===== src/design/uefr_consts.svh =====
// offsets, field positions, reset values and timing counts of the event flags
`ifndef UEFR_CONSTS_SVH
`define UEFR_CONSTS_SVH
`define UEFR_OFS_FLAGS       12'h000
`define UEFR_OFS_MASK        12'h004
`define UEFR_OFS_CTRL        12'h008
`define UEFR_OFS_ERRMASK     12'h00C
`define UEFR_BIT_STALL       7
`define UEFR_BIT_ATTACH      6
`define UEFR_BIT_RESUME      5
`define UEFR_BIT_IDLE        4
`define UEFR_BIT_TOKEN       3
`define UEFR_BIT_SOF         2
`define UEFR_BIT_ERR         1
`define UEFR_BIT_RSTDET      0
`define UEFR_FLAGS_RESET     8'h00
`define UEFR_CLK_MHZ         50
`define UEFR_ATTACH_NS       2500
`define UEFR_RESUME_NS       2500
`define UEFR_IDLE_US         3000
`define UEFR_ATTACH_CYC      ((`UEFR_ATTACH_NS * `UEFR_CLK_MHZ + 999) / 1000)
`define UEFR_RESUME_CYC      ((`UEFR_RESUME_NS * `UEFR_CLK_MHZ + 999) / 1000)
`define UEFR_IDLE_CYC        (`UEFR_IDLE_US * `UEFR_CLK_MHZ)
`endif


===== src/design/uefr_pkg.sv =====
// types of the usb event flag register block
package uefr_pkg;
    // event pulses reported by the usb engine, one cycle each
    typedef struct packed {
        logic stall_rx;
        logic stall_tx;
        logic sof_rx;
        logic sof_threshold;
        logic token_done;
        logic bus_reset;
        logic detach;
    } uefr_events_s;
    // line state from the transceiver, not synchronous to hclk
    typedef struct packed {
        logic bus_active;
        logic se0;
        logic k_state;
        logic idle_state;
    } uefr_line_s;
    typedef enum logic [1:0] {
        UEFR_IDLE_PH,
        UEFR_DATA_WR,
        UEFR_DATA_RD
    } uefr_phase_e;
endpackage


===== src/design/uefr_top.sv =====
// usb event flag register with ahb-lite slave, mask and interrupt
//
// Notes on behaviour
// stall flag bit 7: host receives stall, device transmits stall.
// attach flag needs host role, 2.5 us without activity, no SE0.
// resume flag set when K-state holds for 2.5 us.
// software keeps resume masked unless the controller is suspended.
// idle flag set after bus idle continuously for 3 ms.
// token done flag set when token processing finishes; status fifo informs.
// clearing the token done flag advances the token status fifo.
// sof flag: device receives sof token, host reaches sof threshold.
// error summary set only by errors enabled in error enable mask.
// device mode bit 0 is bus reset flag.
// host mode bit 0 is detach flag.
// flags reset to zero, set by hardware, cleared by writing one.
// bits 31 to 8 read as zero.
// flags stay set until cleared; set wins over same-cycle clear.
// host role enable picks host or device event sources.
`timescale 1ns/1ps
`include "uefr_consts.svh"

module uefr_top #(
    parameter int unsigned IDLE_CYC   = `UEFR_IDLE_CYC,
    parameter int unsigned ATTACH_CYC = `UEFR_ATTACH_CYC,
    parameter int unsigned RESUME_CYC = `UEFR_RESUME_CYC
) (
    input  wire logic                  hclk,
    input  wire logic                  hresetn,
    input  wire logic                  clk_en,
    input  wire logic                  hsel,
    input  wire logic [31:0]           haddr,
    input  wire logic [1:0]            htrans,
    input  wire logic                  hwrite,
    input  wire logic [2:0]            hsize,
    input  wire logic [31:0]           hwdata,
    input  wire logic                  hready,
    output logic      [31:0]           hrdata,
    output logic                       hreadyout,
    output logic                       hresp,
    input  wire uefr_pkg::uefr_events_s usb_events,
    input  wire logic [7:0]            usb_errors,
    input  wire uefr_pkg::uefr_line_s  line_pins,
    output logic                       token_fifo_advance,
    output logic                       host_role_enable,
    output logic                       usb_irq
);
    import uefr_pkg::*;

    localparam logic [31:0] IDLE_N   = 32'(IDLE_CYC);
    localparam logic [31:0] ATTACH_N = 32'(ATTACH_CYC);
    localparam logic [31:0] RESUME_N = 32'(RESUME_CYC);

    uefr_line_s  line_s1_ff;
    uefr_line_s  line_s2_ff;
    logic [7:0]  usb_event_flags_ff;
    logic [7:0]  irq_mask_ff;
    logic [7:0]  error_enable_mask_ff;
    logic        host_role_ff;
    logic [31:0] idle_cnt_ff;
    logic [31:0] quiet_cnt_ff;
    logic [31:0] kstate_cnt_ff;
    logic        idle_hit_ff;
    logic        quiet_hit_ff;
    logic        kstate_hit_ff;
    uefr_phase_e phase_ff;
    logic [11:0] addr_ff;
    logic        fifo_adv_ff;
    logic        irq_ff;
    logic [31:0] rdata_ff;

    logic        ahb_start;
    logic        wr_flags;
    logic [7:0]  clr_bits;
    logic [7:0]  set_bits;
    logic [7:0]  nxt_flags;
    logic        attach_ev;
    logic        idle_ev;
    logic        resume_ev;

    // line pins are asynchronous: two stages before any use
    always_ff @(posedge hclk or negedge hresetn) begin
        if (!hresetn) begin
            line_s1_ff <= '0;
            line_s2_ff <= '0;
        end else if (clk_en) begin
            line_s1_ff <= line_pins;
            line_s2_ff <= line_s1_ff;
        end
    end

    // continuous idle timer, fires once per idle stretch
    always_ff @(posedge hclk or negedge hresetn) begin
        if (!hresetn) begin
            idle_cnt_ff <= 32'h00000000;
            idle_hit_ff <= 1'b0;
        end else if (clk_en) begin
            if (!line_s2_ff.idle_state) begin
                idle_cnt_ff <= 32'h00000000;
                idle_hit_ff <= 1'b0;
            end else if (idle_cnt_ff < IDLE_N) begin
                idle_cnt_ff <= idle_cnt_ff + 32'h00000001;
            end else begin
                idle_hit_ff <= 1'b1;
            end
        end
    end
    assign idle_ev = line_s2_ff.idle_state && (idle_cnt_ff >= IDLE_N)
                     && !idle_hit_ff;

    // quiet bus timer for attach detection, host role only
    always_ff @(posedge hclk or negedge hresetn) begin
        if (!hresetn) begin
            quiet_cnt_ff <= 32'h00000000;
            quiet_hit_ff <= 1'b0;
        end else if (clk_en) begin
            if (line_s2_ff.bus_active || line_s2_ff.se0 || !host_role_ff) begin
                quiet_cnt_ff <= 32'h00000000;
                quiet_hit_ff <= 1'b0;
            end else if (quiet_cnt_ff < ATTACH_N) begin
                quiet_cnt_ff <= quiet_cnt_ff + 32'h00000001;
            end else begin
                quiet_hit_ff <= 1'b1;
            end
        end
    end
    assign attach_ev = host_role_ff && !line_s2_ff.bus_active
                       && !line_s2_ff.se0 && (quiet_cnt_ff >= ATTACH_N)
                       && !quiet_hit_ff;

    // k-state persistence timer for resume
    always_ff @(posedge hclk or negedge hresetn) begin
        if (!hresetn) begin
            kstate_cnt_ff <= 32'h00000000;
            kstate_hit_ff <= 1'b0;
        end else if (clk_en) begin
            if (!line_s2_ff.k_state) begin
                kstate_cnt_ff <= 32'h00000000;
                kstate_hit_ff <= 1'b0;
            end else if (kstate_cnt_ff < RESUME_N) begin
                kstate_cnt_ff <= kstate_cnt_ff + 32'h00000001;
            end else begin
                kstate_hit_ff <= 1'b1;
            end
        end
    end
    assign resume_ev = line_s2_ff.k_state && (kstate_cnt_ff >= RESUME_N)
                       && !kstate_hit_ff;

    // hardware set sources; stall, sof and bit 0 selected by role
    always_comb begin
        set_bits = 8'h00;
        set_bits[`UEFR_BIT_STALL] = host_role_ff ? usb_events.stall_rx
                                                 : usb_events.stall_tx;
        set_bits[`UEFR_BIT_ATTACH] = attach_ev;
        set_bits[`UEFR_BIT_RESUME] = resume_ev;
        set_bits[`UEFR_BIT_IDLE]   = idle_ev;
        set_bits[`UEFR_BIT_TOKEN]  = usb_events.token_done;
        set_bits[`UEFR_BIT_SOF] = host_role_ff ? usb_events.sof_threshold
                                               : usb_events.sof_rx;
        set_bits[`UEFR_BIT_ERR] = |(usb_errors & error_enable_mask_ff);
        set_bits[`UEFR_BIT_RSTDET] = host_role_ff ? usb_events.detach
                                                  : usb_events.bus_reset;
    end

    // ahb-lite slave: one wait-free data phase
    assign ahb_start = hsel && hready && htrans[1];
    assign wr_flags  = (phase_ff == UEFR_DATA_WR)
                       && (addr_ff == `UEFR_OFS_FLAGS);
    assign clr_bits  = wr_flags ? hwdata[7:0] : 8'h00;
    assign nxt_flags = (usb_event_flags_ff & ~clr_bits) | set_bits;

    always_ff @(posedge hclk or negedge hresetn) begin
        if (!hresetn) begin
            phase_ff <= UEFR_IDLE_PH;
            addr_ff  <= 12'h000;
        end else if (clk_en) begin
            if (ahb_start) begin
                phase_ff <= hwrite ? UEFR_DATA_WR : UEFR_DATA_RD;
                addr_ff  <= {haddr[11:2], 2'b00};
            end else begin
                phase_ff <= UEFR_IDLE_PH;
            end
        end
    end

    always_ff @(posedge hclk or negedge hresetn) begin
        if (!hresetn) begin
            usb_event_flags_ff <= `UEFR_FLAGS_RESET;
        end else if (clk_en) begin
            usb_event_flags_ff <= nxt_flags;
        end
    end

    // software control registers
    always_ff @(posedge hclk or negedge hresetn) begin
        if (!hresetn) begin
            irq_mask_ff          <= 8'h00;
            error_enable_mask_ff <= 8'h00;
            host_role_ff         <= 1'b0;
        end else if (clk_en && phase_ff == UEFR_DATA_WR) begin
            case (addr_ff)
                `UEFR_OFS_MASK:    irq_mask_ff <= hwdata[7:0];
                `UEFR_OFS_CTRL:    host_role_ff <= hwdata[0];
                `UEFR_OFS_ERRMASK: error_enable_mask_ff <= hwdata[7:0];
                default: ;
            endcase
        end
    end

    // token fifo advance: pulse when software clears a set token flag
    always_ff @(posedge hclk or negedge hresetn) begin
        if (!hresetn) begin
            fifo_adv_ff <= 1'b0;
        end else if (clk_en) begin
            fifo_adv_ff <= clr_bits[`UEFR_BIT_TOKEN]
                           && usb_event_flags_ff[`UEFR_BIT_TOKEN];
        end
    end

    // read data registered at the address phase, upper bits zero
    always_ff @(posedge hclk or negedge hresetn) begin
        if (!hresetn) begin
            rdata_ff <= 32'h00000000;
        end else if (clk_en) begin
            rdata_ff <= 32'h00000000;
            if (ahb_start && !hwrite) begin
                case ({haddr[11:2], 2'b00})
                    `UEFR_OFS_FLAGS:
                        rdata_ff <= {24'h000000, nxt_flags};
                    `UEFR_OFS_MASK:
                        rdata_ff <= {24'h000000, irq_mask_ff};
                    `UEFR_OFS_CTRL:
                        rdata_ff <= {31'h00000000, host_role_ff};
                    `UEFR_OFS_ERRMASK:
                        rdata_ff <= {24'h000000, error_enable_mask_ff};
                    default:
                        rdata_ff <= 32'h00000000;
                endcase
            end
        end
    end

    // level interrupt; software keeps resume masked unless suspended
    always_ff @(posedge hclk or negedge hresetn) begin
        if (!hresetn) begin
            irq_ff <= 1'b0;
        end else if (clk_en) begin
            irq_ff <= |(nxt_flags & irq_mask_ff);
        end
    end

    assign hrdata             = rdata_ff;
    assign hreadyout          = 1'b1;
    assign hresp              = 1'b0;
    assign token_fifo_advance = fifo_adv_ff;
    assign host_role_enable   = host_role_ff;
    assign usb_irq            = irq_ff;

    logic unused_ok;
    assign unused_ok = ^{haddr[31:12], haddr[1:0], hsize, hwdata[31:8]};
endmodule


===== config.mk =====
export PLATFORM = sky130hd
export DESIGN_NAME = uefr_top
export DESIGN_NICKNAME = d
export VERILOG_FILES = /design/src/design/uefr_pkg.sv /design/src/design/uefr_top.sv
export VERILOG_INCLUDE_DIRS = /design/src /design/src/design
export SDC_FILE = /design/constraint.sdc
export NUM_CORES = 1
export LEC_CHECK = 0
export BUFFER_PORTS_ARGS = -buffer_cell sky130_fd_sc_hd__buf_4
export CAP_MARGIN = 10
export CORE_MARGIN = 3
export CORE_UTILIZATION = 50
export DETAILED_ROUTE_END_ITERATION = 8
export GPL_ROUTABILITY_DRIVEN = 0
export MAX_ROUTING_LAYER = met4
export PLACE_DENSITY = 0.73
export SYNTH_ARGS = -nofsm -noshare
export SYNTH_HDL_FRONTEND = slang
export SYNTH_SLANG_ARGS = --single-unit
export TNS_END_PERCENT = 10

===== constraint.sdc =====
create_clock -name hclk -period 6.1 [get_ports hclk]
set_clock_uncertainty 0.2 [all_clocks]
set_input_delay 0.915 -clock hclk [delete_from_list [all_inputs] [get_ports hclk]]
set_output_delay 0.915 -clock hclk [all_outputs]
set_load 0.01 [all_outputs]

==> impl_results.md, run 1 <==
* Maximum achievable frequency at 302.1 MHz
* First-pass GRT wire length at 24520 um
* Number of top-level pins at 131
* Count of different cell masters after synthesis at 57
* Clock tree from TritonCTS: yes
* Insertion delay of the later-clocked pin in the worst-skew pair at 0.42 ns
* Post-synthesis register bit count at 154
* Area delta synth->final at 16.18%
* Chip Height at 123.6 um
* Sink count of the clock tree at 154
* Net switching share of the total power at 0.2336
* Largest stage delay, worst path at 0.63 ns
* Multi-input gate area in the final layout at 2775 um2
* Critical path endpoint category: register
* Switching power at 0.0005693 W
* R2R setup slack at 3.06 ns
* Fraction of the cycle the final worst path needs at 0.5427
* Sequential power share at 0.449
* Drt wl/cell at 17.06 um
* Arrival time reported for the critical path endpoint at 3.44 ns
* Startpoint of the lowest-slack hold path: kstate_cnt_ff[12]
* Proportion of synthesized chip area in sequential cells at 0.5576
* Routed wire length on met3 at 812 um
* Number of max-slew violations in the final report at 0
* Top Layer Used: met4
* Final WS setup at 2.789 ns
* M1 WL at 6818 um
* Number of nets at the end of the flow at 790
* Total setup buffers inserted after CTS at 0
* Count of hold-fix buffers inserted at cts at 0
* Count of cells resized by post-cts repair at 0
* Share of flip-flops with an asynchronous set or reset after synthesis at 1.000
* Final setup violation count at 0
* Reg2reg path depth at 6
* Internal power consumption at 0.001868 W
* DR vias at 4965
* Reported max-cap violation count at 0
* Detailed placer's ending HPWL at 10000 um
* Peak supply drop at 0.1965 mV
* Max Root-Sink Buffers at 2
* DRC at 0
* Horiz. Die Dim at 123.6 um
* Leakage power total at 3.744 nW
* Relative contribution of combinational cells to total power at 0.076
* Yosys warnings at 0
* Post-synth top flop: dfrtp_1
* Critical path's slowest cell: nand4_1
* End point of the most critical hold path: kstate_cnt_ff[12]
* Vias in the first global route at 4947
* Number of buffers inserted by port buffering at 54
* Detailed-routing iteration count for the pre-antenna-repair pass at 5
* Vias per cell at 5.668
* Remaining global-route overflow at 0
* GRT Total Usage at 0.2140
* Clk pwr share at 0.475
* Remaining number of nets flagged by the antenna check after routing at 0
* Number of instances in the synthesized netlist at 636
* Core area at 13400 um2
* Starting Density at 0.5158
* Mapped Area at 6912 um2
* Commonest non-fill, non-tap cell in the layout: dfrtp_1
* Final hold viol count at 0
* Fin Setup TNS at 0 ns
* Slew HR at 0.4351
* Setup repair after global routing missed its margin: false
* Capturing point of the worst reg2reg path: usb_irq
* Largest fanout on the critical path at 42
* H-tree depth at 4
* Clock Pin Slew Worst Setup and Hold Paths at 0.06 ns
* Mean instance size in the synthesized netlist at 10.87 um2
* Status: complete, no violations
* Detailed Route Iter0 Violations at 498
* Row Count at 42
* Count of cells along the worst hold path at 1
* Kind of start point of the critical path: input pin
* Full die area at 15270 um2
* Dpl ws at 2.399 ns
* CP Class: in -> reg
* Area taken by flip-flops and latches at 3854 um2
* # diodes at 0
* Antenna violations before repair at 0
* Ordered list of cells on the worst path: buf_4, nand4_1, nor4_1, nand2_1, nor2_1, a22oi_1, o21ai_0
* Critical Path RT at 6.23 ns
* Final Critical Period at 3.311 ns
* Most used cells in the layout excluding fill and tap cells: dfrtp_1, buf_4, nor2_1, nand2_1
* Routed length on met2 at 7048 um
* Proportion of layout cells with a drive suffix above 1 at 0.1771
* Ratio of total power to cell area at 303.5 nW/um2
* Maximum number of pins on one net before global-route repair at 95
* Reg2reg start: addr_ff[7]
* Worst min-delay path class: reg -> reg
* Root Buffer: clkbuf_16
* Total wire length after detailed routing at 14940 um
* Pin slew with the least headroom to its limit at 0.8473 ns
* Number of buffers created by CTS at 17
* Count of flip-flops with a built-in enable after synthesis at 0
* Number of inserted filler cells in the final layout at 1080
-- worst max-delay path, delay by kind of cell --
kind	cells	cell delay [ns]
AND/OR/NAND/NOR	4	1.83
AO/OA/AOI/OAI	2	0.26
buffers and inverters	1	0.41
-- worst max-delay path by stage --
stage	from	end	depth (start not counted)
final	clk_en	hrdata[6]	7
after global routing	clk_en	hrdata[6]	7
after CTS	clk_en	hrdata[6]	7
after detailed placement	clk_en	hrdata[5]	7
after global placement	clk_en	hrdata[4]	7
after floorplan	haddr[5]	hrdata[4]	6
-- sequential cells by signal, indices dropped and copies added, names as in the netlist, 2 cells and up --
signal                count
addr_ff                  10
error_enable_mask_ff      8
hrdata                    8
idle_cnt_ff              32
irq_mask_ff               8
kstate_cnt_ff            32
line_s1_ff                4
line_s2_ff                4
phase_ff                  2
quiet_cnt_ff             32
usb_event_flags_ff        8
-- metrics by stage --
step	total power, W	std cells	hold WS (ns)	util	area, um2
final	0.002437	876	0.2859	0.5993	8030
after global routing	0.002524	876	0.3010	0.5993	8030
after CTS	0.002454	876	0.2879	0.5993	8030
after detailed placement	0.001295	845	0.2674	0.5506	7378
after global placement	0.001282	845	0.2561	0.5506	7378
after floorplan	0.001225	660	0.2419	-	7002
-- synth_stat cells, types with 5 or more instances --
library cell,instances,area (um2)
mux2i_1,6,60.06
nand2_1,43,161.4
dfrtp_1,154,3854
o21ai_0,40,200.2
nand3_1,16,80.08
mux2_2,25,281.5
a22oi_1,10,75.07
nand4_1,19,118.9
ha_1,8,100.1
buf_4,26,195.2
and2_1,40,250.2
a21oi_1,12,60.06
nor4_1,16,100.1
a31oi_1,6,37.54
clkbuf_1,18,67.56
o211ai_1,5,37.54
inv_1,24,90.09
nor2b_1,27,168.9
xor2_1,8,70.07
o31ai_1,9,67.56
nor2_1,43,161.4
or4_1,6,45.04
and3_1,7,43.79
a41oi_1,5,43.79
-- power by group through the flow --
stage | Sequential [W] | Combinational (W) | Clock, W
final | 0.00109 | 0.000185 | 0.00116
after global routing | 0.00110 | 0.000208 | 0.00122
after CTS | 0.00109 | 0.000186 | 0.00117
after detailed placement | 0.00111 | 0.000184 | 0
after global placement | 0.00111 | 0.000174 | 0
after floorplan | 0.00110 | 0.000129 | 0
-- kinds of logic (layout without fill, tap and decap cells) --
kind of cell,count (synthesis),in the layout,synth area share
buffers and inverters,74,114,0.05449
AND/OR/NAND/NOR,241,241,0.1953
other,2,26,0.001087
XOR/XNOR,12,12,0.01521
AO/OA/AOI/OAI,114,114,0.1124
flip-flops,154,154,0.5576
adder cells (fa/ha/maj),8,8,0.01448
multiplexers,31,31,0.04942
-- layout make-up --
class / count / share of cell area
Multi-Input combinational cell: 432 / 0.3456
Clock inverter: 13 / 0.02649
Clock buffer: 18 / 0.05469
Inverter: 26 / 0.01215
Sequential cell: 154 / 0.4799
Tap cell: 176 / 0.02742
Timing Repair Buffer: 57 / 0.05376
-- routing by layer --
layer,global-route usage,vias to the layer above
met3,0.05223,22
met5,-,-
met2,0.3211,143
li1,-,2316
met4,0.07336,0
met1,0.2880,2484
Power figures use the tool's default switching activity.
==> inputs of run 2 (changes only) <==
- ABC_AREA: default -> 1
- clock period: 6.1 -> 3.4 ns (I/O delays scaled with it)
==> run 2 against run 1 <==
Against the previous run: cell count rose by 31%; synthesized cell count grew 40%; wire length down 3.6%; first-iteration DRC count down 38%; critical path depth rose by 3; count of clock-buffer cells in the layout is 1 higher; critical endpoint is now quiet_cnt_ff[6]; highest routed layer unchanged.
==> impl_results.md, run 2 <==
* Full die area at 16430 um2 (+7.6%)
* Number of nets at the end of the flow at 1051 (+33%)
* Core area at 14590 um2 (+8.9%)
* GRT Total Usage at 0.1939 (-0.02004)
* Commonest non-fill, non-tap cell in the layout: nand2_1
* Count of different cell masters after synthesis at 43 (-25%)
* # diodes at 0 (unchanged)
* Clock tree from TritonCTS: yes
* Leakage power total at 4.106 nW (+9.7%)
* Setup repair after global routing missed its margin: false
* Final Critical Period at 2.279 ns
* Status: complete, no violations
* Number of max-slew violations in the final report at 0 (unchanged)
* Top-area cell type share of the netlist area at 0.5162 (-0.04139)
* Root Buffer: clkbuf_16
* Vias in the first global route at 5283 (+6.8%)
* Largest stage delay, worst path at 0.45 ns (-0.18 ns)
* Max Root-Sink Buffers at 2 (unchanged)
* Remaining global-route overflow at 0 (unchanged)
* Number of top-level pins at 131 (unchanged)
* Number of buffers inserted by port buffering at 54 (unchanged)
* Detailed-routing iteration count for the pre-antenna-repair pass at 5 (unchanged)
* Proportion of synthesized chip area in sequential cells at 0.5162 (-0.04139)
* Critical path endpoint category: register
* Insertion delay of the later-clocked pin in the worst-skew pair at 0.42 ns (about the same)
* Slew HR at 0.6283 (+0.1932)
* Detailed Route Iter0 Violations at 311 (-38%)
* Post-route cell area at 8528 um2 (+6.2%)
* Mapped Area at 7466 um2 (+8.0%)
* Area delta synth->final at 14.23%
* R2R setup slack at 1.12 ns (-1.94 ns)
* Detailed placer's ending HPWL at 10100 um (+0.92%)
* Reported max-cap violation count at 0 (unchanged)
* Chip Height at 128.2 um (+3.7%)
* Vias per cell at 4.882 (-14%)
* Post-synth top flop: dfrtp_1
* Remaining number of nets flagged by the antenna check after routing at 0 (unchanged)
* Final hold viol count at 0 (unchanged)
* Synth area leaders: dfrtp_1, nand2_1, nor2_1
* Proportion of layout cells with a drive suffix above 1 at 0.1653 (-0.01186)
* Ratio of total power to cell area at 479.2 nW/um2 (+58%)
* Sink count of the clock tree at 154 (unchanged)
* DRC at 0 (unchanged)
* Reg2reg start: quiet_cnt_ff[0]
* Critical path's slowest cell: a21oi_4
* End point of the most critical hold path: line_s1_ff[1]
* Yosys top cell by area: dfrtp_1
* Post-synthesis register bit count at 154 (unchanged)
* Reg2reg path depth at 10 (+4)
* Row Count at 44 (+4.8%)
* Most repeated cell in the gate-level netlist after synthesis: nand2_1
* Total wire length after detailed routing at 14400 um (-3.6%)
* Largest registers: idle_cnt_ff x32, kstate_cnt_ff x32, quiet_cnt_ff x32
* Most used standard cells in the synthesized netlist: nand2_1, dfrtp_1, nor2_1
* Maximum number of pins on one net before global-route repair at 73 (-23%)
* Fin Setup TNS at 0 ns (unchanged)
* Peak supply drop at 0.3981 mV (+100%)
* Startpoint of the lowest-slack hold path: line_pins[1]
* Clock Pin Slew Worst Setup and Hold Paths at 0.06 ns (about the same)
* Critical Path RT at 3.54 ns (-2.69 ns)
* Starting Density at 0.5117 (-0.004030)
* Worst min-delay path class: in -> reg
* Drt wl/cell at 12.56 um (-26%)
* Mean instance size in the synthesized netlist at 8.389 um2 (-23%)
* Final setup violation count at 0 (unchanged)
* Most common cell type on the critical path: nor2_1
* H-tree depth at 4 (unchanged)
* Share of flip-flops with an asynchronous set or reset after synthesis at 1.000 (unchanged)
* Dpl cell area at 7953 um2 (+7.8%)
* Fraction of the cycle the final worst path needs at 0.6704
* Kind of start point of the critical path: register
* Capturing point of the worst reg2reg path: quiet_cnt_ff[6]
* Number of buffers created by CTS at 17 (unchanged)
* Arrival time reported for the critical path endpoint at 2.42 ns (-1.02 ns)
* Pin slew with the least headroom to its limit at 0.5555 ns (-0.2918 ns)
* Total setup buffers inserted after CTS at 0 (unchanged)
* Largest fanout on the critical path at 20 (-52%)
* Horiz. Die Dim at 128.2 um (+3.7%)
* Count of cells along the worst hold path at 3 (+2)
* Ordered list of cells on the worst path: inv_1, ha_1, or2_2, nor2_1, nor2_1, nand2_1, a21oi_4, buf_4, nand3_1, o21ai_1
* Count of flip-flops with a built-in enable after synthesis at 0 (unchanged)
* Maximum achievable frequency at 438.7 MHz
* Antenna violations before repair at 0 (unchanged)
* DR vias at 5595 (+13%)
* CP Class: reg -> reg
* First-pass GRT wire length at 25100 um (+2.4%)
* Yosys warnings at 0 (unchanged)
* Number of instances in the synthesized netlist at 890 (+40%)
* Most used cells in the layout excluding fill and tap cells: nand2_1, dfrtp_1, nor2_1
==> run 2: cell types whose count changed after synthesis, sizes merged, moves of 12 or more <==
| cell | change |
|---|---|
| mux2 | -25 |
| nand2 | +151 |
| and2 | -40 |
| buf | +12 |
| nor2b | -27 |
| nand3 | +23 |
| inv | +105 |
| nor2 | +108 |
| o21ai | +14 |
==> run 2: logic make-up (layout without fill, tap and decap cells) <==
family                   after synthesis  after routing  share of synthesized area
other                                  2             26                   0.001006
multiplexers                           3              3                   0.004022
flip-flops                           154            154                     0.5162
adder cells (fa/ha/maj)                8              8                    0.01341
buffers and inverters                181            229                     0.1116
AND/OR/NAND/NOR                      433            433                     0.2614
XOR/XNOR                              18             18                    0.02112
AO/OA/AOI/OAI                         91             91                    0.07122
==> run 2: cell type report <==
cell class                      count  area, um2
Fill cell                        1267       6061
Sequential cell                   154       3854
Multi-Input combinational cell    579       2877
Timing Repair Buffer               65      506.7
Inverter                          132      495.5
Clock buffer                       19      442.9
Tap cell                          184      230.2
Clock inverter                     13      122.6
==> run 2: timing repair <==
item,4_1_cts,5_1_grt
endpoints found under the hold margin,50,0
hold buffers,1,0
gates resized for setup,0,0
endpoints found under the setup margin,0,0
==> run 2: through the flow <==
stage / worst slack, ns / instances / hold slack (ns) / total power [W] / utilization
2_1_floorplan: 1.578 / 914 / 0.01441 / 0.002209 / -
3_3_place_gp: 0.8820 / 1113 / 0.2615 / 0.002319 / 0.5451
3_5_place_dp: 0.8745 / 1113 / 0.2599 / 0.002328 / 0.5451
4_1_cts: 1.106 / 1146 / 0.06877 / 0.004125 / 0.5846
5_1_grt: 0.9103 / 1146 / 0.07755 / 0.004254 / 0.5846
6_report: 1.121 / 1146 / 0.08622 / 0.004087 / 0.5846
==> run 2: power by group <==
| group | switching [W] | internal [W] |
|---|---|---|
| clock | 0.000762 | 0.00103 |
| sequential | 0.0000525 | 0.00190 |
| combinational | 0.000226 | 0.000117 |
==> run 2: worst max path at each step <==
stage                          from               to  slack (ns)  cells past startpoint
global placement             clk_en  quiet_cnt_ff[6]        0.88                      7
detailed placement           clk_en  quiet_cnt_ff[6]        0.87                      7
global route        quiet_cnt_ff[0]  quiet_cnt_ff[6]        0.91                     10
finish              quiet_cnt_ff[0]  quiet_cnt_ff[6]        1.12                     10
floorplan           quiet_cnt_ff[0]  quiet_cnt_ff[0]        1.58                     10
CTS                 quiet_cnt_ff[0]  quiet_cnt_ff[6]        1.11                     10
==> run 2: layer usage <==
metal | wire length [um] | part of all wire | up-vias | track usage
met1 | 6957 | 0.48 | 2611 | 0.2756
met5 | 0 | 0 | - | -
met4 | 217 | 0.015 | 0 | 0.05993
li1 | - | - | 2863 | -
met2 | 6702 | 0.47 | 107 | 0.2829
met3 | 521 | 0.036 | 14 | 0.03833
==> run 2: worst max-delay path, delay by kind of cell, from the launching register on <==
kind                       cells  cell delay [ns]
and+or+nand+nor                5             0.48
DFF                            1             0.40
buffers and inverters          2             0.43
AOI/OAI and AO/OA              2             0.54
adders and majority gates      1             0.15
==> inputs of run 3 (changes only) <==
- PLACE_DENSITY: 0.73 -> 0.75
- clock period: 3.4 -> 2 ns (I/O delays scaled with it)
==> run 3 against run 2 <==
Against the previous run: non-clock buffer count rose by 53; clock power up 79%; core utilization is 4.5 points higher; worst hold slack got worse by 0.039 ns; critical endpoint is now hrdata[1]; largest cell class unchanged.
==> impl_results.md, run 3 (synthesis gave the netlist of run 2 again) <==
* Status: complete, no violations
* Number of inserted filler cells in the final layout at 1172 (-7.5%)
* Number of buffers inserted by port buffering at 54 (unchanged)
* Largest fanout on the critical path at 8 (-60%)
* Setup repair after global routing missed its margin: true
* Row Count at 44 (unchanged)
* Proportion of layout cells with a drive suffix above 1 at 0.2010 (+0.03570)
* Horiz. Die Dim at 128.2 um (unchanged)
* CP Class: in -> reg
* Critical Path RT at 2.17 ns (-1.37 ns)
* Fraction of the cycle the final worst path needs at 0.9779
* Maximum achievable frequency at 511.3 MHz
* Detailed placer's ending HPWL at 10750 um (+6.5%)
* GRT Total Usage at 0.1985 (+0.004548)
* Detailed Route Iter0 Violations at 373 (+20%)
* Final WS setup at 0.04420 ns (-1.076 ns)
* Full die area at 16430 um2 (unchanged)
* Leakage power total at 4.415 nW (+7.5%)
* Final Critical Period at 1.956 ns
* First-pass GRT wire length at 25500 um (+1.6%)
* Starting Density at 0.5117 (unchanged)
* Area taken by flip-flops and latches at 3857 um2 (about the same)
* Insertion delay of the later-clocked pin in the worst-skew pair at 0.42 ns (about the same)
* Final setup violation count at 0 (unchanged)
* Number of nets at the end of the flow at 1104 (+5.0%)
* Commonest non-fill, non-tap cell in the layout: nand2_1
* Core area at 14590 um2 (unchanged)
* Fin Setup TNS at 0 ns (unchanged)
* Arrival time reported for the critical path endpoint at 2.12 ns (-0.30 ns)
* Detailed-routing iteration count for the pre-antenna-repair pass at 7 (+2)
* Remaining number of nets flagged by the antenna check after routing at 0 (unchanged)
* Worst min-delay path class: in -> reg
* Critical path endpoint category: register
* Area delta synth->final at 22.94%
* Maximum number of pins on one net before global-route repair at 48 (-34%)
* Number of max-slew violations in the final report at 0 (unchanged)
* Vias in the first global route at 5443 (+3.0%)
* DRC at 0 (unchanged)
* DR vias at 5880 (+5.1%)
* Kind of start point of the critical path: input pin
* Clock tree from TritonCTS: yes
* Largest registers: idle_cnt_ff x32, kstate_cnt_ff x32, quiet_cnt_ff x32
* Ratio of total power to cell area at 791.9 nW/um2 (+65%)
* Root Buffer: clkbuf_16
* Max Root-Sink Buffers at 2 (unchanged)
* # diodes at 0 (unchanged)
* Final worst hold slack at 0.04757 ns (-0.03865 ns)
* Most used cells in the layout excluding fill and tap cells: nand2_1, dfrtp_1, nor2_1
* Number of buffers created by CTS at 17 (unchanged)
* Drt wl/cell at 12.96 um (+3.1%)
* Chip Height at 128.2 um (unchanged)
* H-tree depth at 4 (unchanged)
* Final hold viol count at 0 (unchanged)
* Dpl ws at 0.01499 ns (-0.8595 ns)
* Clock Pin Slew Worst Setup and Hold Paths at 0.06 ns (about the same)
* Multi-input gate area in the final layout at 2947 um2 (+2.4%)
* Number of top-level pins at 131 (unchanged)
* Remaining global-route overflow at 0 (unchanged)
* Reported max-cap violation count at 0 (unchanged)
* Total wire length after detailed routing at 15540 um (+7.9%)
* Antenna violations before repair at 0 (unchanged)
* Utilization of the core after routing at 0.6292 (+0.04460)
* Peak supply drop at 0.6071 mV (+53%)
* Vias per cell at 4.904 (+0.45%)
* Sink count of the clock tree at 154 (unchanged)
[run 3: changes by cell type in the layout (fill, tap and decap cells not counted), moves of 3 or more]
cell,change
buf_12,+5
buf_4,+23
buf_6,+3
clkinv_4,-3
dfrtp_1,-3
dfrtp_2,+3
dlygate4sd3_1,+20
inv_6,+3
nor2_1,-4
nor2_4,+3
[run 3: layer usage]
layer	part of all wire	vias up	track usage
met2	0.49	133	0.3074
met1	0.46	2750	0.2637
li1	-	2972	-
met5	0	-	-
met3	0.041	25	0.04375
met4	0.015	0	0.05930
[run 3: repair_timing]
action | 4_1_cts | 5_1_grt
pin swaps | 1 | 11
setup buffers | 2 | 10
hold buffers | 22 | 0
endpoints found under the hold margin | 185 | 0
resized for setup | 0 | 25
setup endpoints to repair | 2 | 87
cloned | 0 | 1
[run 3: worst paths after layout]
path / start / end / slack, ns / depth (start not counted)
max in group asynchronous: hresetn / error_enable_mask_ff[0] / 0.92 / 3
max: haddr[9] / hrdata[1] / 0.04 / 10
min reg2reg: line_s1_ff[2] / line_s1_ff[2] / 0.27 / 2
max reg2reg: idle_cnt_ff[6] / idle_cnt_ff[17] / 0.08 / 11
min in group asynchronous: hresetn / kstate_cnt_ff[31] / 0.09 / 2
min: usb_events[2] / usb_event_flags_ff[3] / 0.05 / 5
[run 3: cell type report]
cell class / instances / area share
clock buffers: 20 / 0.04975
clock inverters: 12 / 0.01513
multi-input cells: 579 / 0.3210
repair buffers: 118 / 0.1145
inverters: 132 / 0.05425
flip-flops and latches: 154 / 0.4203
well taps: 184 / 0.02508
[run 3: through the flow]
stage | instance area, um2 | total power, W | cells
6_report | 9179 | 0.007269 | 1199
5_1_grt | 9179 | 0.007557 | 1199
4_1_cts | 8991 | 0.007274 | 1190
3_5_place_dp | 8160 | 0.004027 | 1134
3_3_place_gp | 8160 | 0.004007 | 1134
2_1_floorplan | 7556 | 0.003755 | 914
[run 3: worst max-delay path, stage by stage]
cell and delay (ns):
dlygate4sd3_1 0.55, buf_4 0.15, nor4_4 0.31, nand3_4 0.13
nor3_4 0.23, buf_12 0.14, nand2_1 0.05, o211ai_1 0.09
nand2_1 0.10, nand2_1 0.07
[run 3: where the power goes]
part	leakage [nW]	internal, W	switching (W)	total, W
sequential	2.07	0.00323	0.0000837	0.00331
combinational	2.06	0.000306	0.000445	0.000751
clock	0.280	0.00192	0.00129	0.00321
